### config.mk
export PLATFORM = sky130hd
export DESIGN_NAME = spot_transmitter
export DESIGN_NICKNAME = d
export VERILOG_FILES = /design/src/logic/spot_pkg.sv /design/src/logic/spot_axil_slave.sv /design/src/logic/spot_transmitter.sv
export SDC_FILE = /design/constraint.sdc
export NUM_CORES = 2
export LEC_CHECK = 0
export BUFFER_PORTS_ARGS = -buffer_cell sky130_fd_sc_hd__clkbuf_2
export CAP_MARGIN = 40
export CELL_PAD_IN_SITES_DETAIL_PLACEMENT = 2
export CELL_PAD_IN_SITES_GLOBAL_PLACEMENT = 2
export CORE_MARGIN = 1
export CORE_UTILIZATION = 42
export DETAILED_ROUTE_END_ITERATION = 8
export PLACE_DENSITY_LB_ADDON = 0.1
export SLEW_MARGIN = 0
export SYNTH_ARGS = -nofsm -noshare
export SYNTH_HDL_FRONTEND = slang
export SYNTH_SLANG_ARGS = --single-unit
### constraint.sdc
create_clock -name i_ref_clk -period 11.3 [get_ports i_ref_clk]
set_clock_uncertainty 0.1 [all_clocks]
set_input_delay 3.39 -clock i_ref_clk [delete_from_list [all_inputs] [get_ports i_ref_clk]]
set_output_delay 3.39 -clock i_ref_clk [all_outputs]
set_load 0.005 [all_outputs]
### src/logic/spot_pkg.sv
// Overview of operation
// - cell mode puts upstream cell bytes into envelope payload positions.
// - packet mode puts upstream packet bytes into payload of consecutive envelopes.
// - each envelope is 9 rows by 261 byte columns.
// - column one carries J1,B3,C2,G1,F2,H4,Z3,Z4,Z5 by row; rest is payload.
// - even BIP-8 over one envelope goes into B3 of the next.
// - B3 sent is computed parity XOR the error mask register.
// - error mask resets to zero; software leaves it zero unless testing.
// - AIS-P enable bit 0 forces every envelope byte to all-ones.
// - AIS-P enable also forces pointer bytes H1 H2 H3 to all-ones.
// - no cells or packets are sent while AIS-P is enabled.
// - automatic mode sends RDI-P while AIS/LOP/UNEQ/TIM/PLM path defect declared.
// - automatic mode sends RDI-P while loss of cell delineation declared.
// - RDI-P source is automatic, software value, or external overhead input.
// - automatic mode sends REI-P counts of received B3 errors.
// - software may instead dictate the REI-P value.
// - J1 repeats a path trace of 1, 16 or 64 bytes.
// - software forces a positive or negative pointer stuff.
// - software forces single or continuous new data flag events.
// - J1,C2,F2,H4,Z3,Z4,Z5 come from configuration; G1 is built from REI-P and RDI-P; H4 has no multiframe.
// - finished envelope stream goes to the downstream overhead processor.
// - automatic mode puts configured 3-bit defect code in G1 bits 5-7.
package spot_pkg;

	// ----------------------------------------------------------------
	// bus geometry
	// ----------------------------------------------------------------
	localparam int          SPOT_AW        = 16;
	localparam int          SPOT_IW        = 14;

	// ----------------------------------------------------------------
	// register indices (byte address is four times the index)
	// ----------------------------------------------------------------
	localparam logic [13:0] SPOT_IDX_CTRL0 = 14'h1983;
	localparam logic [13:0] SPOT_IDX_CFG   = 14'h1984;
	localparam logic [13:0] SPOT_IDX_C2    = 14'h1985;
	localparam logic [13:0] SPOT_IDX_F2    = 14'h1986;
	localparam logic [13:0] SPOT_IDX_H4    = 14'h1987;
	localparam logic [13:0] SPOT_IDX_Z3    = 14'h1988;
	localparam logic [13:0] SPOT_IDX_Z4    = 14'h1989;
	localparam logic [13:0] SPOT_IDX_Z5    = 14'h198a;
	localparam logic [13:0] SPOT_IDX_RDI   = 14'h198b;
	localparam logic [13:0] SPOT_IDX_REI   = 14'h198c;
	localparam logic [13:0] SPOT_IDX_PTR   = 14'h198d;
	localparam logic [13:0] SPOT_IDX_TRACE = 14'h198e;
	localparam logic [13:0] SPOT_IDX_STAT  = 14'h198f;
	localparam logic [13:0] SPOT_IDX_MASK  = 14'h1997;

	// ----------------------------------------------------------------
	// field positions and reset values
	// ----------------------------------------------------------------
	localparam int          SPOT_CTRL_AIS  = 0;
	localparam int          SPOT_CTRL_C2T  = 2;
	localparam int          SPOT_CTRL_RDIT = 3;
	localparam int          SPOT_CTRL_REIT = 5;
	localparam int          SPOT_CTRL_F2T  = 7;
	localparam logic [7:0]  SPOT_CTRL_WMSK = 8'hfd;
	localparam int          SPOT_PTR_INC   = 0;
	localparam int          SPOT_PTR_DEC   = 1;
	localparam int          SPOT_PTR_NDF1  = 2;
	localparam int          SPOT_PTR_NDFC  = 3;
	localparam logic [7:0]  SPOT_RST_BYTE  = 8'h00;
	localparam logic [7:0]  SPOT_RST_MASK  = 8'h00;
	localparam logic [1:0]  SPOT_SRC_AUTO  = 2'h0;
	localparam logic [1:0]  SPOT_SRC_SW    = 2'h1;

	// ----------------------------------------------------------------
	// envelope geometry and fill
	// ----------------------------------------------------------------
	localparam logic [3:0]  SPOT_LAST_ROW  = 4'h8;
	localparam logic [8:0]  SPOT_LAST_COL  = 9'h104;
	localparam logic [7:0]  SPOT_FILL_CELL = 8'h00;
	localparam logic [7:0]  SPOT_FILL_PKT  = 8'h7e;
	localparam logic [7:0]  SPOT_ALL_ONES  = 8'hff;
	localparam logic [3:0]  SPOT_REI_MAX   = 4'h8;
	localparam logic [1:0]  SPOT_TRC_1     = 2'h0;
	localparam logic [1:0]  SPOT_TRC_16    = 2'h1;

	// true for every implemented register index
	function automatic logic spot_reg_hit(input logic [13:0] idx);
		spot_reg_hit = (idx >= SPOT_IDX_CTRL0 && idx <= SPOT_IDX_STAT) || idx == SPOT_IDX_MASK;
	endfunction

	// last trace index for the selected message length
	function automatic logic [5:0] spot_trace_last(input logic [1:0] sel);
		case (sel)
			SPOT_TRC_1:  spot_trace_last = 6'h00;
			SPOT_TRC_16: spot_trace_last = 6'h0f;
			default:     spot_trace_last = 6'h3f;
		endcase
	endfunction

endpackage

### src/logic/spot_axil_slave.sv
`timescale 1ns/1ps
module spot_axil_slave
	import spot_pkg::*;
(
	input  wire logic               i_ref_clk,
	input  wire logic               i_rst_n,
	input  wire logic               i_awvalid,
	output logic                    o_awready,
	input  wire logic [SPOT_AW-1:0] i_awaddr,
	input  wire logic               i_wvalid,
	output logic                    o_wready,
	input  wire logic [31:0]        i_wdata,
	input  wire logic [3:0]         i_wstrb,
	output logic                    o_bvalid,
	input  wire logic               i_bready,
	output logic [1:0]              o_bresp,
	input  wire logic               i_arvalid,
	output logic                    o_arready,
	input  wire logic [SPOT_AW-1:0] i_araddr,
	output logic                    o_rvalid,
	input  wire logic               i_rready,
	output logic [31:0]             o_rdata,
	output logic [1:0]              o_rresp,
	output logic                    o_wr_en,
	output logic [SPOT_IW-1:0]      o_wr_idx,
	output logic [31:0]             o_wr_data,
	output logic [SPOT_IW-1:0]      o_rd_idx,
	input  wire logic [31:0]        i_rd_data
);

	typedef struct packed {
		logic               aw_h;
		logic               w_h;
		logic [SPOT_AW-1:0] awaddr;
		logic [31:0]        wdata;
		logic               wlane0;
		logic               bvalid;
		logic [1:0]         bresp;
		logic               ar_h;
		logic [SPOT_AW-1:0] araddr;
		logic               rvalid;
		logic [31:0]        rdata;
		logic [1:0]         rresp;
	} spot_axi_s;

	spot_axi_s s;
	spot_axi_s next_s;

	// --------------------------------------------------------------
	// handshakes; a held address or data waits for its partner
	// --------------------------------------------------------------
	assign o_awready = !s.aw_h && !s.bvalid;
	assign o_wready  = !s.w_h && !s.bvalid;
	assign o_arready = !s.ar_h && !s.rvalid;
	assign o_bvalid  = s.bvalid;
	assign o_bresp   = s.bresp;
	assign o_rvalid  = s.rvalid;
	assign o_rdata   = s.rdata;
	assign o_rresp   = s.rresp;
	assign o_wr_idx  = s.awaddr[SPOT_AW-1:2];
	assign o_wr_data = s.wdata;
	assign o_rd_idx  = s.araddr[SPOT_AW-1:2];
	// unmapped or misaligned writes are dropped, answered with slverr
	assign o_wr_en   = s.aw_h && s.w_h && s.wlane0 && s.awaddr[1:0] == 2'h0 && spot_reg_hit(o_wr_idx);

	// next state of the slave
	always_comb begin
		next_s = s;
		if (i_awvalid && o_awready) begin
			next_s.aw_h   = 1'b1;
			next_s.awaddr = i_awaddr;
		end
		if (i_wvalid && o_wready) begin
			next_s.w_h    = 1'b1;
			next_s.wdata  = i_wdata;
			next_s.wlane0 = i_wstrb[0];
		end
		if (s.aw_h && s.w_h) begin
			next_s.aw_h   = 1'b0;
			next_s.w_h    = 1'b0;
			next_s.bvalid = 1'b1;
			next_s.bresp  = (s.awaddr[1:0] == 2'h0 && spot_reg_hit(o_wr_idx)) ? 2'h0 : 2'h2;
		end
		if (s.bvalid && i_bready)
			next_s.bvalid = 1'b0;
		if (i_arvalid && o_arready) begin
			next_s.ar_h   = 1'b1;
			next_s.araddr = i_araddr;
		end
		if (s.ar_h) begin
			next_s.ar_h   = 1'b0;
			next_s.rvalid = 1'b1;
			next_s.rdata  = i_rd_data;
			next_s.rresp  = (s.araddr[1:0] == 2'h0 && spot_reg_hit(o_rd_idx)) ? 2'h0 : 2'h2;
		end
		if (s.rvalid && i_rready)
			next_s.rvalid = 1'b0;
	end

	// state register
	always_ff @(posedge i_ref_clk) begin
		if (!i_rst_n)
			s <= '0;
		else
			s <= next_s;
	end

endmodule

### src/logic/spot_transmitter.sv
// The AXI4-Lite slave port was left to the implementer.
`timescale 1ns/1ps
module spot_transmitter
	import spot_pkg::*;
(
	input  wire logic               i_ref_clk,
	input  wire logic               i_rst_n,
	input  wire logic               i_awvalid,
	output logic                    o_awready,
	input  wire logic [SPOT_AW-1:0] i_awaddr,
	input  wire logic [2:0]         i_awprot,
	input  wire logic               i_wvalid,
	output logic                    o_wready,
	input  wire logic [31:0]        i_wdata,
	input  wire logic [3:0]         i_wstrb,
	output logic                    o_bvalid,
	input  wire logic               i_bready,
	output logic [1:0]              o_bresp,
	input  wire logic               i_arvalid,
	output logic                    o_arready,
	input  wire logic [SPOT_AW-1:0] i_araddr,
	input  wire logic [2:0]         i_arprot,
	output logic                    o_rvalid,
	input  wire logic               i_rready,
	output logic [31:0]             o_rdata,
	output logic [1:0]              o_rresp,
	input  wire logic               i_pay_valid,
	input  wire logic [7:0]         i_pay_data,
	output logic                    o_pay_ready,
	input  wire logic               i_rx_ais_p,
	input  wire logic               i_rx_lop_p,
	input  wire logic               i_rx_uneq_p,
	input  wire logic               i_rx_tim_p,
	input  wire logic               i_rx_plm_p,
	input  wire logic               i_rx_lcd,
	input  wire logic               i_rx_b3_err_valid,
	input  wire logic [3:0]         i_rx_b3_err_cnt,
	input  wire logic [7:0]         i_external_path_overhead_input,
	input  wire logic               i_spe_req,
	output logic                    o_spe_valid,
	output logic [7:0]              o_spe_data,
	output logic                    o_spe_j1,
	output logic                    o_toh_ptr_ais,
	output logic                    o_ptr_inc,
	output logic                    o_ptr_dec,
	output logic                    o_ndf
);

	// --------------------------------------------------------------
	// state of the block
	// --------------------------------------------------------------
	typedef struct packed {
		logic [7:0]       ctrl0;
		logic [7:0]       mask;
		logic [2:0]       cfg;
		logic [7:0]       c2;
		logic [7:0]       f2;
		logic [7:0]       h4;
		logic [7:0]       z3;
		logic [7:0]       z4;
		logic [7:0]       z5;
		logic [8:0]       rdi_codes;
		logic [3:0]       rei_sw;
		logic             inc_pend;
		logic             dec_pend;
		logic             ndf_pend;
		logic             ndf_cont;
		logic [63:0][7:0] trace;
		logic [5:0]       trace_idx;
		logic [3:0]       row;
		logic [8:0]       col;
		logic [7:0]       bip;
		logic [7:0]       b3;
		logic [3:0]       rei_acc;
		logic [7:0]       last_g1;
		logic [7:0]       ext_s1;
		logic [7:0]       ext_s2;
		logic             spe_valid;
		logic [7:0]       spe_data;
		logic             spe_j1;
		logic             ptr_inc;
		logic             ptr_dec;
		logic             ndf;
	} spot_main_s;

	spot_main_s s;
	spot_main_s next_s;

	logic               wr_en;
	logic [SPOT_IW-1:0] wr_idx;
	logic [31:0]        wr_data;
	logic [SPOT_IW-1:0] rd_idx;
	logic [31:0]        rd_data;
	logic               ais_on;
	logic               poh_col;
	logic               defect_path;
	logic [2:0]         rdi_code;
	logic [3:0]         rei_val;
	logic [7:0]         g1_byte;
	logic [7:0]         pay_byte;
	logic [4:0]         rei_sum;
	logic               j1_slot;
	logic               g1_slot;

	// --------------------------------------------------------------
	// register bus
	// --------------------------------------------------------------
	spot_axil_slave u_axil (
		.i_ref_clk (i_ref_clk),
		.i_rst_n   (i_rst_n),
		.i_awvalid (i_awvalid),
		.o_awready (o_awready),
		.i_awaddr  (i_awaddr),
		.i_wvalid  (i_wvalid),
		.o_wready  (o_wready),
		.i_wdata   (i_wdata),
		.i_wstrb   (i_wstrb),
		.o_bvalid  (o_bvalid),
		.i_bready  (i_bready),
		.o_bresp   (o_bresp),
		.i_arvalid (i_arvalid),
		.o_arready (o_arready),
		.i_araddr  (i_araddr),
		.o_rvalid  (o_rvalid),
		.i_rready  (i_rready),
		.o_rdata   (o_rdata),
		.o_rresp   (o_rresp),
		.o_wr_en   (wr_en),
		.o_wr_idx  (wr_idx),
		.o_wr_data (wr_data),
		.o_rd_idx  (rd_idx),
		.i_rd_data (rd_data)
	);

	// read mux; reserved bits and unused control bit 1 read as zero
	always_comb begin
		rd_data = 32'h0;
		case (rd_idx)
			SPOT_IDX_CTRL0: rd_data[7:0] = s.ctrl0;
			SPOT_IDX_CFG:   rd_data[2:0] = s.cfg;
			SPOT_IDX_C2:    rd_data[7:0] = s.c2;
			SPOT_IDX_F2:    rd_data[7:0] = s.f2;
			SPOT_IDX_H4:    rd_data[7:0] = s.h4;
			SPOT_IDX_Z3:    rd_data[7:0] = s.z3;
			SPOT_IDX_Z4:    rd_data[7:0] = s.z4;
			SPOT_IDX_Z5:    rd_data[7:0] = s.z5;
			SPOT_IDX_RDI:   rd_data[8:0] = s.rdi_codes;
			SPOT_IDX_REI:   rd_data[3:0] = s.rei_sw;
			SPOT_IDX_PTR:   rd_data[3:0] = {s.ndf_cont, s.ndf_pend, s.dec_pend, s.inc_pend};
			SPOT_IDX_TRACE: rd_data[13:8] = s.trace_idx;
			SPOT_IDX_STAT:  rd_data[11:0] = {s.rei_acc, s.last_g1};
			SPOT_IDX_MASK:  rd_data[7:0] = s.mask;
			default:        rd_data = 32'h0;
		endcase
	end

	// --------------------------------------------------------------
	// path overhead values
	// --------------------------------------------------------------
	assign ais_on      = s.ctrl0[SPOT_CTRL_AIS];
	assign poh_col     = (s.col == 9'h0);
	assign defect_path = i_rx_ais_p | i_rx_lop_p | i_rx_uneq_p | i_rx_tim_p | i_rx_plm_p;

	// rdi source select; auto chooses the code of the declared defect
	always_comb begin
		case (s.ctrl0[SPOT_CTRL_RDIT +: 2])
			SPOT_SRC_AUTO: begin
				if (defect_path)
					rdi_code = s.rdi_codes[2:0];
				else if (i_rx_lcd)
					rdi_code = s.rdi_codes[5:3];
				else
					rdi_code = 3'h0;
			end
			SPOT_SRC_SW: rdi_code = s.rdi_codes[8:6];
			default:     rdi_code = s.ext_s2[3:1];
		endcase
	end

	// rei: received error count in auto mode, else the software value
	assign rei_val = (s.ctrl0[SPOT_CTRL_REIT +: 2] == SPOT_SRC_AUTO) ? s.rei_acc : s.rei_sw;
	// g1 layout: rei in bits 1-4, rdi code in bits 5-7, spare bit 8
	assign g1_byte = {rei_val, rdi_code, 1'b0};

	// payload taken only at payload slots and never under ais
	assign o_pay_ready = i_spe_req && !poh_col && !ais_on;
	// starved source gets a neutral fill rather than stalling the line
	assign pay_byte = (i_pay_valid && o_pay_ready) ? i_pay_data : (s.cfg[0] ? SPOT_FILL_PKT : SPOT_FILL_CELL);

	// --------------------------------------------------------------
	// slot decode
	// --------------------------------------------------------------
	// one decode shared by the j1 marker and the once-per-envelope events; a second decode for the g1 capture
	assign j1_slot = poh_col && (s.row == 4'h0);
	assign g1_slot = poh_col && (s.row == 4'h3);

	// --------------------------------------------------------------
	// next state
	// --------------------------------------------------------------
	always_comb begin
		logic [7:0] b;
		logic       last;
		b            = 8'h0;
		last         = 1'b0;
		rei_sum      = 5'h0;
		next_s       = s;
		// two-flop stage for the overhead pins; only the second stage is read
		next_s.ext_s1    = i_external_path_overhead_input;
		next_s.ext_s2    = s.ext_s1;
		next_s.spe_valid = 1'b0;
		next_s.spe_j1    = 1'b0;
		next_s.ptr_inc   = 1'b0;
		next_s.ptr_dec   = 1'b0;
		next_s.ndf       = 1'b0;

		// envelope byte generation, one byte per request
		if (i_spe_req) begin
			if (poh_col) begin
				case (s.row)
					4'h0: b = s.trace[s.trace_idx];
					4'h1: b = s.b3 ^ s.mask;
					4'h2: b = s.ctrl0[SPOT_CTRL_C2T] ? s.ext_s2 : s.c2;
					4'h3: b = g1_byte;
					4'h4: b = s.ctrl0[SPOT_CTRL_F2T] ? s.ext_s2 : s.f2;
					4'h5: b = s.h4;
					4'h6: b = s.z3;
					4'h7: b = s.z4;
					default: b = s.z5;
				endcase
			end else begin
				b = pay_byte;
			end
			// ais overrides after the mux, so the parity still sees what leaves
			if (ais_on)
				b = SPOT_ALL_ONES;
			next_s.spe_data  = b;
			next_s.spe_valid = 1'b1;
			next_s.spe_j1    = j1_slot;

			// bip over every byte sent; moved into the next envelope's b3
			last = (s.row == SPOT_LAST_ROW) && (s.col == SPOT_LAST_COL);
			if (last) begin
				next_s.b3  = s.bip ^ b;
				next_s.bip = 8'h0;
			end else begin
				next_s.bip = s.bip ^ b;
			end

			// 9 x 261 walk, column first
			if (s.col == SPOT_LAST_COL) begin
				next_s.col = 9'h0;
				next_s.row = (s.row == SPOT_LAST_ROW) ? 4'h0 : s.row + 4'h1;
			end else begin
				next_s.col = s.col + 9'h1;
			end

			// once per envelope at j1: trace step and pointer events
			if (j1_slot) begin
				// a shortened message must not leave the index past its new end
				next_s.trace_idx = (s.trace_idx >= spot_trace_last(s.cfg[2:1])) ? 6'h0 : s.trace_idx + 6'h1;
				if (s.inc_pend) begin
					next_s.ptr_inc  = 1'b1;
					next_s.inc_pend = 1'b0;
				end else if (s.dec_pend) begin
					next_s.ptr_dec  = 1'b1;
					next_s.dec_pend = 1'b0;
				end
				next_s.ndf      = s.ndf_pend | s.ndf_cont;
				next_s.ndf_pend = 1'b0;
			end

			// g1 sent: remember it and restart the error count
			if (g1_slot) begin
				next_s.last_g1 = b;
				next_s.rei_acc = 4'h0;
			end
		end

		// received b3 errors add up; clamp at the largest legal rei
		if (i_rx_b3_err_valid) begin
			rei_sum = {1'b0, next_s.rei_acc} + {1'b0, i_rx_b3_err_cnt};
			next_s.rei_acc = (rei_sum > {1'b0, SPOT_REI_MAX}) ? SPOT_REI_MAX : rei_sum[3:0];
		end

		// software writes last, so a new command survives a same-cycle issue
		if (wr_en) begin
			case (wr_idx)
				SPOT_IDX_CTRL0: next_s.ctrl0 = wr_data[7:0] & SPOT_CTRL_WMSK;
				SPOT_IDX_CFG:   next_s.cfg = wr_data[2:0];
				SPOT_IDX_C2:    next_s.c2 = wr_data[7:0];
				SPOT_IDX_F2:    next_s.f2 = wr_data[7:0];
				SPOT_IDX_H4:    next_s.h4 = wr_data[7:0];
				SPOT_IDX_Z3:    next_s.z3 = wr_data[7:0];
				SPOT_IDX_Z4:    next_s.z4 = wr_data[7:0];
				SPOT_IDX_Z5:    next_s.z5 = wr_data[7:0];
				SPOT_IDX_RDI:   next_s.rdi_codes = wr_data[8:0];
				SPOT_IDX_REI:   next_s.rei_sw = wr_data[3:0];
				// a command written in its issuing cycle waits for the next envelope
				SPOT_IDX_PTR: begin
					next_s.inc_pend = s.inc_pend | wr_data[SPOT_PTR_INC];
					next_s.dec_pend = s.dec_pend | wr_data[SPOT_PTR_DEC];
					next_s.ndf_pend = next_s.ndf_pend | wr_data[SPOT_PTR_NDF1];
					next_s.ndf_cont = wr_data[SPOT_PTR_NDFC];
					if (next_s.ptr_inc)
						next_s.inc_pend = wr_data[SPOT_PTR_INC];
					if (next_s.ptr_dec)
						next_s.dec_pend = wr_data[SPOT_PTR_DEC];
				end
				SPOT_IDX_TRACE: next_s.trace[wr_data[13:8]] = wr_data[7:0];
				SPOT_IDX_MASK:  next_s.mask = wr_data[7:0];
				default: ;
			endcase
		end
	end

	// state register; everything clears, mask to zero
	always_ff @(posedge i_ref_clk) begin
		if (!i_rst_n) begin
			s       <= '0;
			s.mask  <= SPOT_RST_MASK;
			s.ctrl0 <= SPOT_RST_BYTE;
		end else begin
			s <= next_s;
		end
	end

	// --------------------------------------------------------------
	// outputs toward the overhead processor
	// --------------------------------------------------------------
	assign o_spe_valid   = s.spe_valid;
	assign o_spe_data    = s.spe_data;
	assign o_spe_j1      = s.spe_j1;
	assign o_toh_ptr_ais = ais_on;
	assign o_ptr_inc     = s.ptr_inc;
	assign o_ptr_dec     = s.ptr_dec;
	assign o_ndf         = s.ndf;

endmodule

==> impl_metrics.ini <==
[outcome]
status = finished clean

[timing]
fmax_ghz = 0.129
fin_tns_setup_ps = 0
slew-limit-headroom = 0.292
finalSetupViolCount = 0
drv_slew = 0
layout_setup_ws_ps = 3550
min_period_over_period = 0.686
min_period_ps = 7750
rsz0062_at_grt = no
hold_viol_final = 0
worst_slew_pin_slew_ps = 1060

[layout]
nNetsFinal = 3501
num_antenna_cells = 0
final_design_area_no_fill_um2 = 35500
drive_above_1_share = 0.145
fillCellCount = 7790
area_growth_pct = 11.8

[synthesis]
synth_cells = 3450
synth_cell_type_count = 82
avgSynthCellArea_um2 = 9.20
synthTopCellsByCount = dfxtp_1, nand3_1, o21ai_0
synth.largest_area_cell = dfxtp_1
synth-async-reset-ratio = 0
synth-edff-count = 0
ys_top_cells_by_area = dfxtp_1, nand3_1, o21ai_0
yosysWarnings = 0
synth.most_common_cell = dfxtp_1
synth_seq_cells = 739
ys.flop_type = dfxtp_1
yosysTopAreaCellShare = 0.466
syn_area_um2 = 31700
ys_seq_area_frac = 0.466

[pwr]
peakVddDrop_mv = 0.122
p_switching_mw = 1.35
seqPwrFrac = 0.464
power_density_nw_per_um2 = 162
p_leak_nw = 12.6
power_frac_clock = 0.497
intPower_mw = 4.39
power_frac_comb = 0.039
p_sw_frac = 0.235

[floorplan]
start_util = 0.426
die-width_um = 277
die_h_um = 277
core_um2 = 74600
die_area_um2 = 76700
ios = 166
num_rows = 100

[clock_network]
cts_tree = yes
cts_resized = 0
clockBufferDepth = 3
clk_latency_ps = 640
cts-root-buf = clkbuf_16
post-cts-setup-buffers = 0
numCtsBuffers = 84
holdBufCountCts = 0
clock-sinks = 739
cts.reportedPaths.clkPinSlew_ps = 60
htree_levels = 3

[drt]
wl_um = 122000
antenna_left = 0
drc = 0
dr_total_vias = 27700
first_pass_iters = 6
drtIter0Drc = 1766
wl_per_cell_um = 27.6
via_per_inst = 6.28

[critical_path]
crit_required_ps = 7810
crit_arrival_ps = 4260
critPathKind = input port to output pin
start_kind = input port
end_kind = output pin
cp_max_fo = 38

[placement]
numPortBuffers = 118
place_congestion = 0.931
place_area_um2 = 32600
hpwl_um = 79500
preCtsSetupSlack_ps = 3560

[global_routing]
first_global_vias = 30100
grt_pass1_wl_um = 187000
overflow = 0
grt_use_total = 0.314
grt_start_max_net_pins = 212
antenna_found_initial = 0

[flow_run]
cap_violations = 0

[min_path]
hold_class = register to register
==> kinds of logic after synthesis <==
group | count (synthesis) | synth area share
AND/OR/NAND/NOR | 1144 | 0.176
AO/OA/AOI/OAI | 871 | 0.157
flip-flops | 739 | 0.466
buffers and inverters | 382 | 0.0542
multiplexers | 270 | 0.132
XOR/XNOR | 25 | 0.00690
adder cells (fa/ha/maj) | 18 | 0.00733
other | 1 | 0.000118
==> metal layers <==
metal,up-vias,track usage,share of wire
li1,12400,-,-
met1,14400,0.384,0.41
met2,658,0.554,0.50
met3,258,0.0385,0.037
met4,0,0.138,0.045
met5,-,0,0
==> path summary, 6_finish.rpt <==
kind / startpoint / to / slack, ps / cells after the start
max: i_spe_req / o_pay_ready / 3550 / 4
min: next_s[17]$_SDFF_PN0_ / s[17]$_SDFF_PN0_ / 350 / 1
max reg2reg: s[70]$_SDFFE_PN0P_ / s[54]$_SDFFE_PN0P_ / 6440 / 10
min reg2reg: next_s[17]$_SDFF_PN0_ / s[17]$_SDFF_PN0_ / 350 / 1
==> power groups by stage <==
stage          logic [mW]  registers, mW  clock network [mW]
2_1_floorplan       0.151           2.70                   0
3_3_place_gp        0.205           2.72                   0
3_5_place_dp        0.219           2.72                   0
4_1_cts             0.223           2.66                2.89
5_1_grt             0.242           2.67                2.99
6_report            0.224           2.67                2.85
==> critical path, stage by stage <==
cell	delay, ps
clkbuf_2	80
buf_4	360
nor3b_1	250
clkbuf_2	160
==> cell usage in the layout (no fill, tap or decap), types with 23 or more instances in the layout <==
cell type and n:
dfxtp_1 735, nand3_1 606, o21ai_0 570, nand2_1 205, nor2_1 150, mux2i_1 136
mux4_2 118, clkbuf_2 117, a21oi_1 109, clkbuf_16 88, buf_4 48, and2_1 35
a22oi_1 30, nor3_1 23
==> cell type report <==
cell class / count / area (um^2) / share of cell area
clock inverter: 29 / 337 / 0.00948
sequential: 739 / 14800 / 0.417
inverter: 24 / 92.6 / 0.00261
timing repair buffer: 176 / 1140 / 0.0320
tap: 969 / 1210 / 0.0341
clock buffer: 123 / 2550 / 0.0719
multi-input combinational: 2348 / 15400 / 0.433
==> through the flow <==
| step | power (mW) | instances | util | hold WS (ps) |
|---|---|---|---|---|
| floorplan | 2.85 | 3469 | - | 312 |
| global placement | 2.93 | 4243 | 0.435 | 321 |
| detailed placement | 2.94 | 4254 | 0.437 | 327 |
| CTS | 5.78 | 4406 | 0.476 | 350 |
| global route | 5.90 | 4408 | 0.476 | 364 |
| finish | 5.74 | 4408 | 0.476 | 346 |
(Power assumes the default switching activity.)
